`config.mk`:
```
export PLATFORM = sky130hd
export DESIGN_NAME = nfpbc_host
export DESIGN_NICKNAME = d
export VERILOG_FILES = /design/src/design/nfpbc_pkg.sv /design/src/design/nfpbc_fifo.sv /design/src/design/nfpbc_host.sv
export SDC_FILE = /design/constraint.sdc
export NUM_CORES = 1
export LEC_CHECK = 0
export BUFFER_PORTS_ARGS = -buffer_cell sky130_fd_sc_hd__clkbuf_2
export CAP_MARGIN = 25
export CORE_UTILIZATION = 50
export DETAILED_ROUTE_END_ITERATION = 16
export PLACE_DENSITY = 0.84
export REMOVE_ABC_BUFFERS = 1
export SYNTH_ARGS = -nofsm -noshare
export SYNTH_HDL_FRONTEND = slang
export SYNTH_SLANG_ARGS = --single-unit
```
`constraint.sdc`:
```
create_clock -name CLK -period 3.2 [get_ports CLK]
set_clock_uncertainty 0.2 [all_clocks]
set_input_delay 0.64 -clock CLK [delete_from_list [all_inputs] [get_ports CLK]]
set_output_delay 0.64 -clock CLK [all_outputs]
set_load 0.1 [all_outputs]
```
`src/design/nfpbc_pkg.sv`:
```
// Shared constants and types of the NAND pin bus host controller.
package nfpbc_pkg;
  localparam int          CLK_MHZ      = 100;
  localparam int          AXI_AW       = 8;
  localparam int          IO_W         = 16;
  localparam int          OP_W         = 18;
  localparam int          FIFO_DEPTH   = 8;
  localparam logic [7:0]  ADDR_CTRL    = 8'h00;
  localparam logic [7:0]  ADDR_OP      = 8'h04;
  localparam logic [7:0]  ADDR_RDATA   = 8'h08;
  localparam logic [7:0]  ADDR_STATUS  = 8'h0c;
  localparam int          CTRL_WP_BIT  = 0;
  localparam int          CTRL_LCK_BIT = 1;
  localparam logic [1:0]  CTRL_RESET   = 2'h0;
  localparam int          OP_KIND_LSB  = 16;
  localparam logic [1:0]  KIND_CMD     = 2'h0;
  localparam logic [1:0]  KIND_ADDR    = 2'h1;
  localparam logic [1:0]  KIND_WDATA   = 2'h2;
  localparam logic [1:0]  KIND_READ    = 2'h3;
  localparam logic [7:0]  CMD_STATUS   = 8'h70;
  localparam logic [7:0]  CMD_RESET    = 8'hff;
  localparam logic [1:0]  RESP_OKAY    = 2'h0;
  localparam logic [1:0]  RESP_SLVERR  = 2'h2;
  localparam int          T_WLOW_NS    = 25;
  localparam int          T_WHIGH_NS   = 15;
  localparam int          T_RACC_NS    = 30;
  localparam int          T_RHIGH_NS   = 15;
  localparam int          T_WBUSY_NS   = 100;
  localparam int          WLOW_CYC     = (T_WLOW_NS * CLK_MHZ + 999) / 1000;
  localparam int          WHIGH_CYC    = (T_WHIGH_NS * CLK_MHZ + 999) / 1000;
  localparam int          RACC_CYC     = (T_RACC_NS * CLK_MHZ + 999) / 1000;
  localparam int          RHIGH_CYC    = (T_RHIGH_NS * CLK_MHZ + 999) / 1000;
  localparam int          WBUSY_CYC    = (T_WBUSY_NS * CLK_MHZ + 999) / 1000;
  localparam int          CNT_W        = 4;
  typedef enum logic [2:0] {
    ST_IDLE   = 3'b000,
    ST_STROBE = 3'b001,
    ST_WLOW   = 3'b010,
    ST_WHIGH  = 3'b011,
    ST_RLOW   = 3'b100,
    ST_RHIGH  = 3'b101,
    ST_HOLD   = 3'b110
  } nfpbc_state_t;
endpackage

```
`src/design/nfpbc_fifo.sv`:
```
// Parameterised first-in first-out buffer with valid and ready on both sides.
`timescale 1ns/1ps
module nfpbc_fifo #(
  parameter int W = 18,
  parameter int D = 8
) (
  input  wire logic         CLK,
  input  wire logic         RST,
  input  wire logic [W-1:0] in_data,
  input  wire logic         in_valid,
  output logic              in_ready,
  output logic [W-1:0]      out_data,
  output logic              out_valid,
  input  wire logic         out_ready
);
  localparam int PW = $clog2(D);
  logic [W-1:0] mem [D];
  logic [PW:0]  wr_reg;
  logic [PW:0]  rd_reg;
  logic         full;
  logic         empty;

  assign empty     = (wr_reg == rd_reg);
  assign full      = (wr_reg[PW-1:0] == rd_reg[PW-1:0]) && !empty;
  assign in_ready  = !full;
  assign out_valid = !empty;
  assign out_data  = mem[rd_reg[PW-1:0]];

  always_ff @(posedge CLK) begin
    if (in_valid && !full) begin
      mem[wr_reg[PW-1:0]] <= in_data;
    end
  end

  always_ff @(posedge CLK) begin
    if (RST) begin
      wr_reg <= '0;
      rd_reg <= '0;
    end else begin
      if (in_valid && !full) begin
        wr_reg <= wr_reg + 1'b1;
      end
      if (out_ready && !empty) begin
        rd_reg <= rd_reg + 1'b1;
      end
    end
  end
endmodule

```
`src/design/nfpbc_host.sv`:
```
// Host controller that drives a NAND flash through its strobe pins.
//
// Function
// - With command latch high, present the command byte at write strobe rise.
// - Raise address latch for every address cycle; byte held at strobe rise.
// - Commands and addresses use the low eight lines; upper lines are zero.
// - Serial read cycle is at least 50 ns per byte or word.
// - Read and program take four address cycles, erase three row cycles.
`timescale 1ns/1ps
module nfpbc_host (
  input  wire logic                       CLK,
  input  wire logic                       RST,
  input  wire logic [nfpbc_pkg::AXI_AW-1:0] AWADDR,
  input  wire logic                       AWVALID,
  output logic                            AWREADY,
  input  wire logic [31:0]                WDATA,
  input  wire logic [3:0]                 WSTRB,
  input  wire logic                       WVALID,
  output logic                            WREADY,
  output logic [1:0]                      BRESP,
  output logic                            BVALID,
  input  wire logic                       BREADY,
  input  wire logic [nfpbc_pkg::AXI_AW-1:0] ARADDR,
  input  wire logic                       ARVALID,
  output logic                            ARREADY,
  output logic [31:0]                     RDATA,
  output logic [1:0]                      RRESP,
  output logic                            RVALID,
  input  wire logic                       RREADY,
  output logic                            CE_N,
  output logic                            CLE,
  output logic                            ALE,
  output logic                            WRITE_STROBE_N,
  output logic                            READ_STROBE_N,
  output logic                            WP_N,
  output logic                            LOCK_AUTOREAD_SELECT,
  input  wire logic [nfpbc_pkg::IO_W-1:0] IO_IN,
  output logic [nfpbc_pkg::IO_W-1:0]      IO_OUT,
  output logic                            IO_OE,
  input  wire logic                       READY_BUSY_N
);
  import nfpbc_pkg::*;
  nfpbc_state_t     state_reg;
  logic [CNT_W-1:0] cnt_reg;
  logic [OP_W-1:0]  op_reg;
  logic [1:0]       ctrl_reg;
  logic [IO_W-1:0]  rdata_reg;
  logic             rvalid_flag_reg;
  logic             rb_reg;
  logic             ready_reg;
  logic             arready_reg;
  logic             bvalid_reg;
  logic             rvalid_reg;
  logic [1:0]       bresp_reg;
  logic [1:0]       rresp_reg;
  logic [31:0]      rdata_bus_reg;
  logic             aw_hs;
  logic             ar_hs;
  logic             fifo_in_valid;
  logic             fifo_in_ready;
  logic [OP_W-1:0]  fifo_out_data;
  logic             fifo_out_valid;
  logic             fifo_out_ready;
  logic             cmd_allowed;
  logic             rd_capture;
  logic [1:0]       head_kind;
  function automatic logic addr_mapped(input logic [AXI_AW-1:0] a);
    addr_mapped = (a == ADDR_CTRL) || (a == ADDR_OP) ||
                  (a == ADDR_RDATA) || (a == ADDR_STATUS);
  endfunction
  assign AWREADY        = ready_reg;
  assign WREADY         = ready_reg;
  assign BVALID         = bvalid_reg;
  assign BRESP          = bresp_reg;
  assign ARREADY        = arready_reg;
  assign RVALID         = rvalid_reg;
  assign RRESP          = rresp_reg;
  assign RDATA          = rdata_bus_reg;
  assign WP_N           = ctrl_reg[CTRL_WP_BIT];
  assign LOCK_AUTOREAD_SELECT = ctrl_reg[CTRL_LCK_BIT];
  assign aw_hs          = ready_reg && AWVALID && WVALID;
  assign ar_hs          = arready_reg && ARVALID;
  assign fifo_in_valid  = aw_hs && (AWADDR == ADDR_OP);
  assign head_kind      = fifo_out_data[OP_KIND_LSB +: 2];
  assign rd_capture     = (state_reg == ST_RLOW) && (cnt_reg == '0);
  // Only a busy flash holds back a new command; status and reset may pass.
  assign cmd_allowed = (head_kind != KIND_CMD) || rb_reg ||
                       (fifo_out_data[7:0] == CMD_STATUS) ||
                       (fifo_out_data[7:0] == CMD_RESET);
  assign fifo_out_ready = (state_reg == ST_IDLE) && cmd_allowed;
  nfpbc_fifo #(
    .W (OP_W),
    .D (FIFO_DEPTH)
  ) u_fifo (
    .CLK       (CLK),
    .RST       (RST),
    .in_data   (WDATA[OP_W-1:0]),
    .in_valid  (fifo_in_valid),
    .in_ready  (fifo_in_ready),
    .out_data  (fifo_out_data),
    .out_valid (fifo_out_valid),
    .out_ready (fifo_out_ready)
  );
  // A write to the operation queue waits while the queue is full.
  always_ff @(posedge CLK) begin
    if (RST) begin
      ready_reg  <= 1'b0;
      bvalid_reg <= 1'b0;
      bresp_reg  <= RESP_OKAY;
    end else begin
      ready_reg <= AWVALID && WVALID && !ready_reg && !bvalid_reg &&
                   ((AWADDR != ADDR_OP) || fifo_in_ready);
      if (aw_hs) begin
        bvalid_reg <= 1'b1;
        bresp_reg  <= addr_mapped(AWADDR) ? RESP_OKAY : RESP_SLVERR;
      end else if (BREADY) begin
        bvalid_reg <= 1'b0;
      end
    end
  end
  always_ff @(posedge CLK) begin
    if (RST) begin
      ctrl_reg <= CTRL_RESET;
    end else if (aw_hs && (AWADDR == ADDR_CTRL) && WSTRB[0]) begin
      ctrl_reg <= WDATA[1:0];
    end
  end
  always_ff @(posedge CLK) begin
    if (RST) begin
      arready_reg   <= 1'b0;
      rvalid_reg    <= 1'b0;
      rresp_reg     <= RESP_OKAY;
      rdata_bus_reg <= 32'h0;
    end else begin
      arready_reg <= ARVALID && !arready_reg && !rvalid_reg;
      if (ar_hs) begin
        rvalid_reg <= 1'b1;
        rresp_reg  <= addr_mapped(ARADDR) ? RESP_OKAY : RESP_SLVERR;
        case (ARADDR)
          ADDR_CTRL:   rdata_bus_reg <= {30'h0, ctrl_reg};
          ADDR_RDATA:  rdata_bus_reg <= {16'h0, rdata_reg};
          ADDR_STATUS: rdata_bus_reg <= {27'h0, rvalid_flag_reg,
                                         fifo_in_ready, !fifo_out_valid,
                                         rb_reg, (state_reg != ST_IDLE)};
          default:     rdata_bus_reg <= 32'h0;
        endcase
      end else if (RREADY) begin
        rvalid_reg <= 1'b0;
      end
    end
  end
  // Ready/busy is sampled once; it stays meaningful with the chip deselected.
  always_ff @(posedge CLK) begin
    if (RST) begin
      rb_reg <= 1'b1;
    end else begin
      rb_reg <= READY_BUSY_N;
    end
  end
  // A capture in the same cycle as a read of the data register wins.
  always_ff @(posedge CLK) begin
    if (RST) begin
      rdata_reg       <= '0;
      rvalid_flag_reg <= 1'b0;
    end else if (rd_capture) begin
      rdata_reg       <= IO_IN;
      rvalid_flag_reg <= 1'b1;
    end else if (ar_hs && (ARADDR == ADDR_RDATA)) begin
      rvalid_flag_reg <= 1'b0;
    end
  end
  // Chip select stays low over queued work so a busy operation is not cut.
  always_ff @(posedge CLK) begin
    if (RST) begin
      state_reg      <= ST_IDLE;
      cnt_reg        <= '0;
      op_reg         <= '0;
      CE_N           <= 1'b1;
      CLE            <= 1'b0;
      ALE            <= 1'b0;
      WRITE_STROBE_N <= 1'b1;
      READ_STROBE_N  <= 1'b1;
      IO_OUT         <= '0;
      IO_OE          <= 1'b0;
    end else begin
      case (state_reg)
        ST_IDLE: begin
          if (fifo_out_valid && cmd_allowed) begin
            op_reg <= fifo_out_data;
            CE_N   <= 1'b0;
            CLE    <= (head_kind == KIND_CMD);
            ALE    <= (head_kind == KIND_ADDR);
            IO_OE  <= (head_kind != KIND_READ);
            IO_OUT <= (head_kind == KIND_WDATA) ?
                      fifo_out_data[IO_W-1:0] :
                      {8'h00, fifo_out_data[7:0]};
            state_reg <= ST_STROBE;
          end else if (!fifo_out_valid) begin
            CE_N <= 1'b1;
          end
        end
        ST_STROBE: begin
          if (op_reg[OP_KIND_LSB +: 2] == KIND_READ) begin
            READ_STROBE_N <= 1'b0;
            cnt_reg       <= CNT_W'(RACC_CYC - 1);
            state_reg     <= ST_RLOW;
          end else begin
            WRITE_STROBE_N <= 1'b0;
            cnt_reg        <= CNT_W'(WLOW_CYC - 1);
            state_reg      <= ST_WLOW;
          end
        end
        ST_WLOW: begin
          if (cnt_reg == '0) begin
            WRITE_STROBE_N <= 1'b1;
            cnt_reg        <= CNT_W'(WHIGH_CYC - 1);
            state_reg      <= ST_WHIGH;
          end else begin
            cnt_reg <= cnt_reg - 1'b1;
          end
        end
        ST_WHIGH: begin
          if (cnt_reg == '0) begin
            CLE   <= 1'b0;
            ALE   <= 1'b0;
            IO_OE <= 1'b0;
            // Ready/busy falls only some time after a command is taken.
            cnt_reg   <= CNT_W'(WBUSY_CYC - 1);
            state_reg <= (op_reg[OP_KIND_LSB +: 2] == KIND_CMD) ?
                         ST_HOLD : ST_IDLE;
          end else begin
            cnt_reg <= cnt_reg - 1'b1;
          end
        end
        ST_RLOW: begin
          if (cnt_reg == '0) begin
            READ_STROBE_N <= 1'b1;
            cnt_reg       <= CNT_W'(RHIGH_CYC - 1);
            state_reg     <= ST_RHIGH;
          end else begin
            cnt_reg <= cnt_reg - 1'b1;
          end
        end
        ST_RHIGH, ST_HOLD: begin
          if (cnt_reg == '0) begin
            state_reg <= ST_IDLE;
          end else begin
            cnt_reg <= cnt_reg - 1'b1;
          end
        end
        default: state_reg <= ST_IDLE;
      endcase
    end
  end
  AST_CMD_HELD: assert property (@(posedge CLK) disable iff (RST)
    $rose(WRITE_STROBE_N) && CLE |-> IO_OE && $stable(IO_OUT) && !ALE)
    else $error("Command byte not held at write strobe rise.");
  AST_ADDR_LATCH: assert property (@(posedge CLK) disable iff (RST)
    $fell(WRITE_STROBE_N) && ALE |->
    ALE[*3] ##1 ($rose(WRITE_STROBE_N) && ALE))
    else $error("Address latch dropped inside an address cycle.");
  AST_WE_PULSE: assert property (@(posedge CLK) disable iff (RST)
    $fell(WRITE_STROBE_N) |-> (!WRITE_STROBE_N)[*3] ##1 WRITE_STROBE_N[*2])
    else $error("Write strobe pulse has the wrong shape.");
  AST_READ_CAPTURE: assert property (@(posedge CLK) disable iff (RST)
    $fell(READ_STROBE_N) |-> ##2 rd_capture ##1 rvalid_flag_reg)
    else $error("Read data not captured after the access delay.");
  AST_NO_DRIVE_READ: assert property (@(posedge CLK) disable iff (RST)
    !READ_STROBE_N |-> !IO_OE && !CE_N)
    else $error("Host drives the port during a read cycle.");
  AST_UPPER_ZERO: assert property (@(posedge CLK) disable iff (RST)
    (CLE || ALE) && IO_OE |-> IO_OUT[15:8] == 8'h00)
    else $error("Upper lines used for a command or address.");
  AST_READ_CYCLE: assert property (@(posedge CLK) disable iff (RST)
    $fell(READ_STROBE_N) |-> ##3 READ_STROBE_N[*2])
    else $error("Read cycle shorter than the minimum.");
  AST_WAIT_READY: assert property (@(posedge CLK) disable iff (RST)
    $fell(WRITE_STROBE_N) && CLE && !$past(rb_reg, 2) |->
    IO_OUT[7:0] == CMD_STATUS || IO_OUT[7:0] == CMD_RESET)
    else $error("Command issued while the flash is busy.");
  AST_PROTECT_PINS: assert property (@(posedge CLK) disable iff (RST)
    aw_hs && AWADDR == ADDR_CTRL && WSTRB[0] |=>
    WP_N == $past(WDATA[0]) && LOCK_AUTOREAD_SELECT == $past(WDATA[1]))
    else $error("Protect pins do not follow the control write.");
endmodule

```
==> summary.md <==
| Metric | Value |
|---|---|
| Synth top area share | `0.470` |
| Startpoint Class | `flop` |
| Status | `finished clean` |
| CTS Root Cell | `clkbuf_16` |
| EDFF count, synth | `144` |
| Routed wire per std cell | `18.4 microns` |
| Post-Synthesis Cells | `686` |
| Main synth FF type | `edfxtp_1` |
| Worst slack, placed | `0.298 ns` |
| Die X | `138 microns` |
| Clk sinks | `228` |
| Ranking of synthesized cells by area | `edfxtp_1 (47%), dfxtp_1 (18%), mux4_2 (8.1%)` |
| Antenna violations before repair | `1` |
| Starting DRT DRC Count | `382` |
| Crit Path Max Fanout | `24` |
| Flop pwr share | `0.418` |
| Hold Startpoint | `READY_BUSY_N` |
| Switching power | `2.46 mW` |
| Drt total wl | `19,200 microns` |
| Worst-margin pin slew | `0.723 ns` |
| First drt pass iteration count | `5` |
| Hold Path Depth | `2` |
| Floorplan core area | `18,000 sq um` |
| Minimum clock period | `2.98 ns` |
| Crit Reg-Reg Endpoint | `ALE` |
| Comb pwr share | `0.213` |
| Library cells used by synthesis | `52` |
| Switching share of power | `0.305` |
| Die Ht | `138 microns` |
| Reg2Reg Depth | `9` |
| RSZ-0062 raised after global routing | `false` |
| Clock-pin transition on the worst setup and hold timing paths | `0.06 ns` |
| Final Hold Viols | `0` |
| Final setup TNS | `0 ns` |
| Final worst-path cycle share | `0.930` |
| H-Tree Level Count | `1` |
| Overall routing resource usage | `0.208` |
| # hold bufs at CTS | `0` |
| Worst hold-check path type | `in -> reg` |
| Max_slew headroom | `0.516` |
| Asr flop ratio synth | `0` |
| Starting density of the core | `0.511` |
| Critical path class | `reg -> reg` |
| Synth area leader | `edfxtp_1` |
| Largest register FFs | `144` |
| Share of layout cells above drive strength 1 | `0.265` |
| Leak | `3.89 nW` |
| Die Area | `19,000 sq um` |
| Yosys warns | `0` |
| HPWL after DPL | `11,400 microns` |
| Pint | `5.61 mW` |
| Reg2reg setup slack | `0.22 ns` |
| Clock tree from TritonCTS | `done` |
| Post-synthesis area per instance | `13.4 sq um` |
| Vias | `5,756` |
| CP required | `3.45 ns` |
| Number of antenna cells inserted | `0` |
| Clock latency on the worst-skew pair | `0.54 ns` |
| Largest net degree at the start of global routing | `37` |
| Total power | `8.07 mW` |
| Postcts setup bufs | `0` |
| Post-route setup slack | `0.223 ns` |
| CTS buffer count | `24` |
| Sequential cell area fraction in the yosys report | `0.652` |
| Cell count after placement | `1,001` |
| # setup viols final | `0` |
| # DRC | `0` |
| Bufs on Longest Clock Path | `3` |
| Fin cells | `1,044` |
| Routability congestion estimate | `0.824` |
| Grt ovf | `0` |
| Post-Syn Area | `9210 sq um` |
| Max Cap Viol | `0` |
| Power Density | `740 nW/um^2` |
| Vias in the first global route | `5,651` |
| Antenna Nets Post-Route | `0` |
| Worst vdd ir | `680 uV` |
| Nets | `878` |
| Global-route wire length before repair | `29,600 microns` |
| # rows | `49` |
| Yosys reg bits | `228` |
| Highest achievable clock rate | `336 MHz` |
| Via density | `5.51` |
| Post-CTS Resized | `0` |
| CP arrival | `3.23 ns` |
| Clock power frac | `0.369` |
| Port Buffers | `105` |
| Num ports | `141` |
| P&R area growth vs syn | `18.5%` |
| Slew Viols, Final | `0` |
| Setup crit end kind | `flop` |
| Hold EP | `rb_reg` |
[worst max path at each step]
stage	start	end	cells past startpoint
after floorplan	AWREADY	u_fifo.mem[1][0]	5
after CTS	flop	ALE	9
after detailed placement	flop	ALE	9
after global routing	flop	ALE	9
final	flop	ALE	9
after global placement	flop	IO_OE	9
[through the flow]
step / util / area (sq um) / hold WS [ns]
5_1_grt: 0.605 / 10900 / 0.0942
3_3_place_gp: 0.557 / 10000 / 0.241
6_report: 0.605 / 10900 / 0.102
4_1_cts: 0.605 / 10900 / 0.0829
2_1_floorplan: - / 8880 / 0.230
3_5_place_dp: 0.557 / 10000 / 0.246
[worst max-delay path: stages, from the launching register on]
cell and delay [ns]:
dfxtp_2 0.55, buf_4 0.32, buf_4 0.30, mux2i_1 0.36
nand2_1 0.11, o22a_1 0.27, o21ai_4 0.23, buf_4 0.31
nand4b_1 0.13, o21ai_0 0.09
[synth_stat cells, types with 3 or more instances]
library cell	number
edfxtp_1	144
dfxtp_1	84
nand2_1	73
nor2_1	66
a21oi_1	40
mux4_2	33
o21ai_0	29
buf_4	28
mux2i_1	28
nand2b_1	23
clkbuf_1	22
a22oi_1	13
nor3_1	12
nand3_1	9
buf_2	8
xor2_1	6
ha_1	4
inv_1	4
nor4_1	4
o22ai_1	4
and3_1	3
buf_1	3
mux4_1	3
nand3b_1	3
nand4_1	3
o31ai_1	3
[metal layers]
metal / vias up / part of all wire / global-route usage
met4: 2 / 0.030 / 0.0791
met3: 49 / 0.064 / 0.0394
met1: 2796 / 0.40 / 0.255
li1: 2701 / - / -
met2: 208 / 0.51 / 0.365
met5: - / 0.00047 / 0
[cell type report]
class	instances	area, sq um
multi-input combinational	406	2870
clock inverter	11	164
timing repair buffer	134	856
inverter	4	15.0
clock buffer	32	703
tap	229	287
sequential	228	6010
fill	1383	7120
[logic make-up (layout without fill, tap and decap cells)]
family	Yosys count	after routing	share of synthesized area
and+or+nand+nor	209	209	0.103
buffers and inverters	69	181	0.0435
xor gates and xnor gates	8	8	0.00761
AOI/OAI and AO/OA	101	101	0.0647
muxes	66	66	0.123
DFF	228	228	0.652
adders and majority gates	4	4	0.00544
other	1	18	0.000407
[layout by cell type (no fill, tap or decap), types with 4 or more instances in the layout]
cell / count
a22oi_1: 13
inv_1: 4
buf_4: 20
mux2i_1: 28
mux4_2: 33
nand2_1: 73
nor2_1: 66
clkbuf_2: 104
conb_1: 18
nor4_1: 4
clkinv_2: 4
buf_12: 9
nor3_1: 10
o21ai_0: 29
nand3_1: 9
o22ai_1: 4
dfxtp_1: 83
a21oi_1: 40
nand2b_1: 23
ha_1: 4
edfxtp_1: 144
clkbuf_16: 26
xor2_1: 6
[power groups by stage]
stage          Combinational [mW]  Clock, mW  Sequential [mW]
2_1_floorplan               0.826          0             3.87
3_3_place_gp                 1.67          0             3.43
3_5_place_dp                 1.70          0             3.44
4_1_cts                      1.73       3.02             3.38
5_1_grt                      1.85       3.13             3.40
6_report                     1.72       2.98             3.38
(Power assumes the default switching activity.)
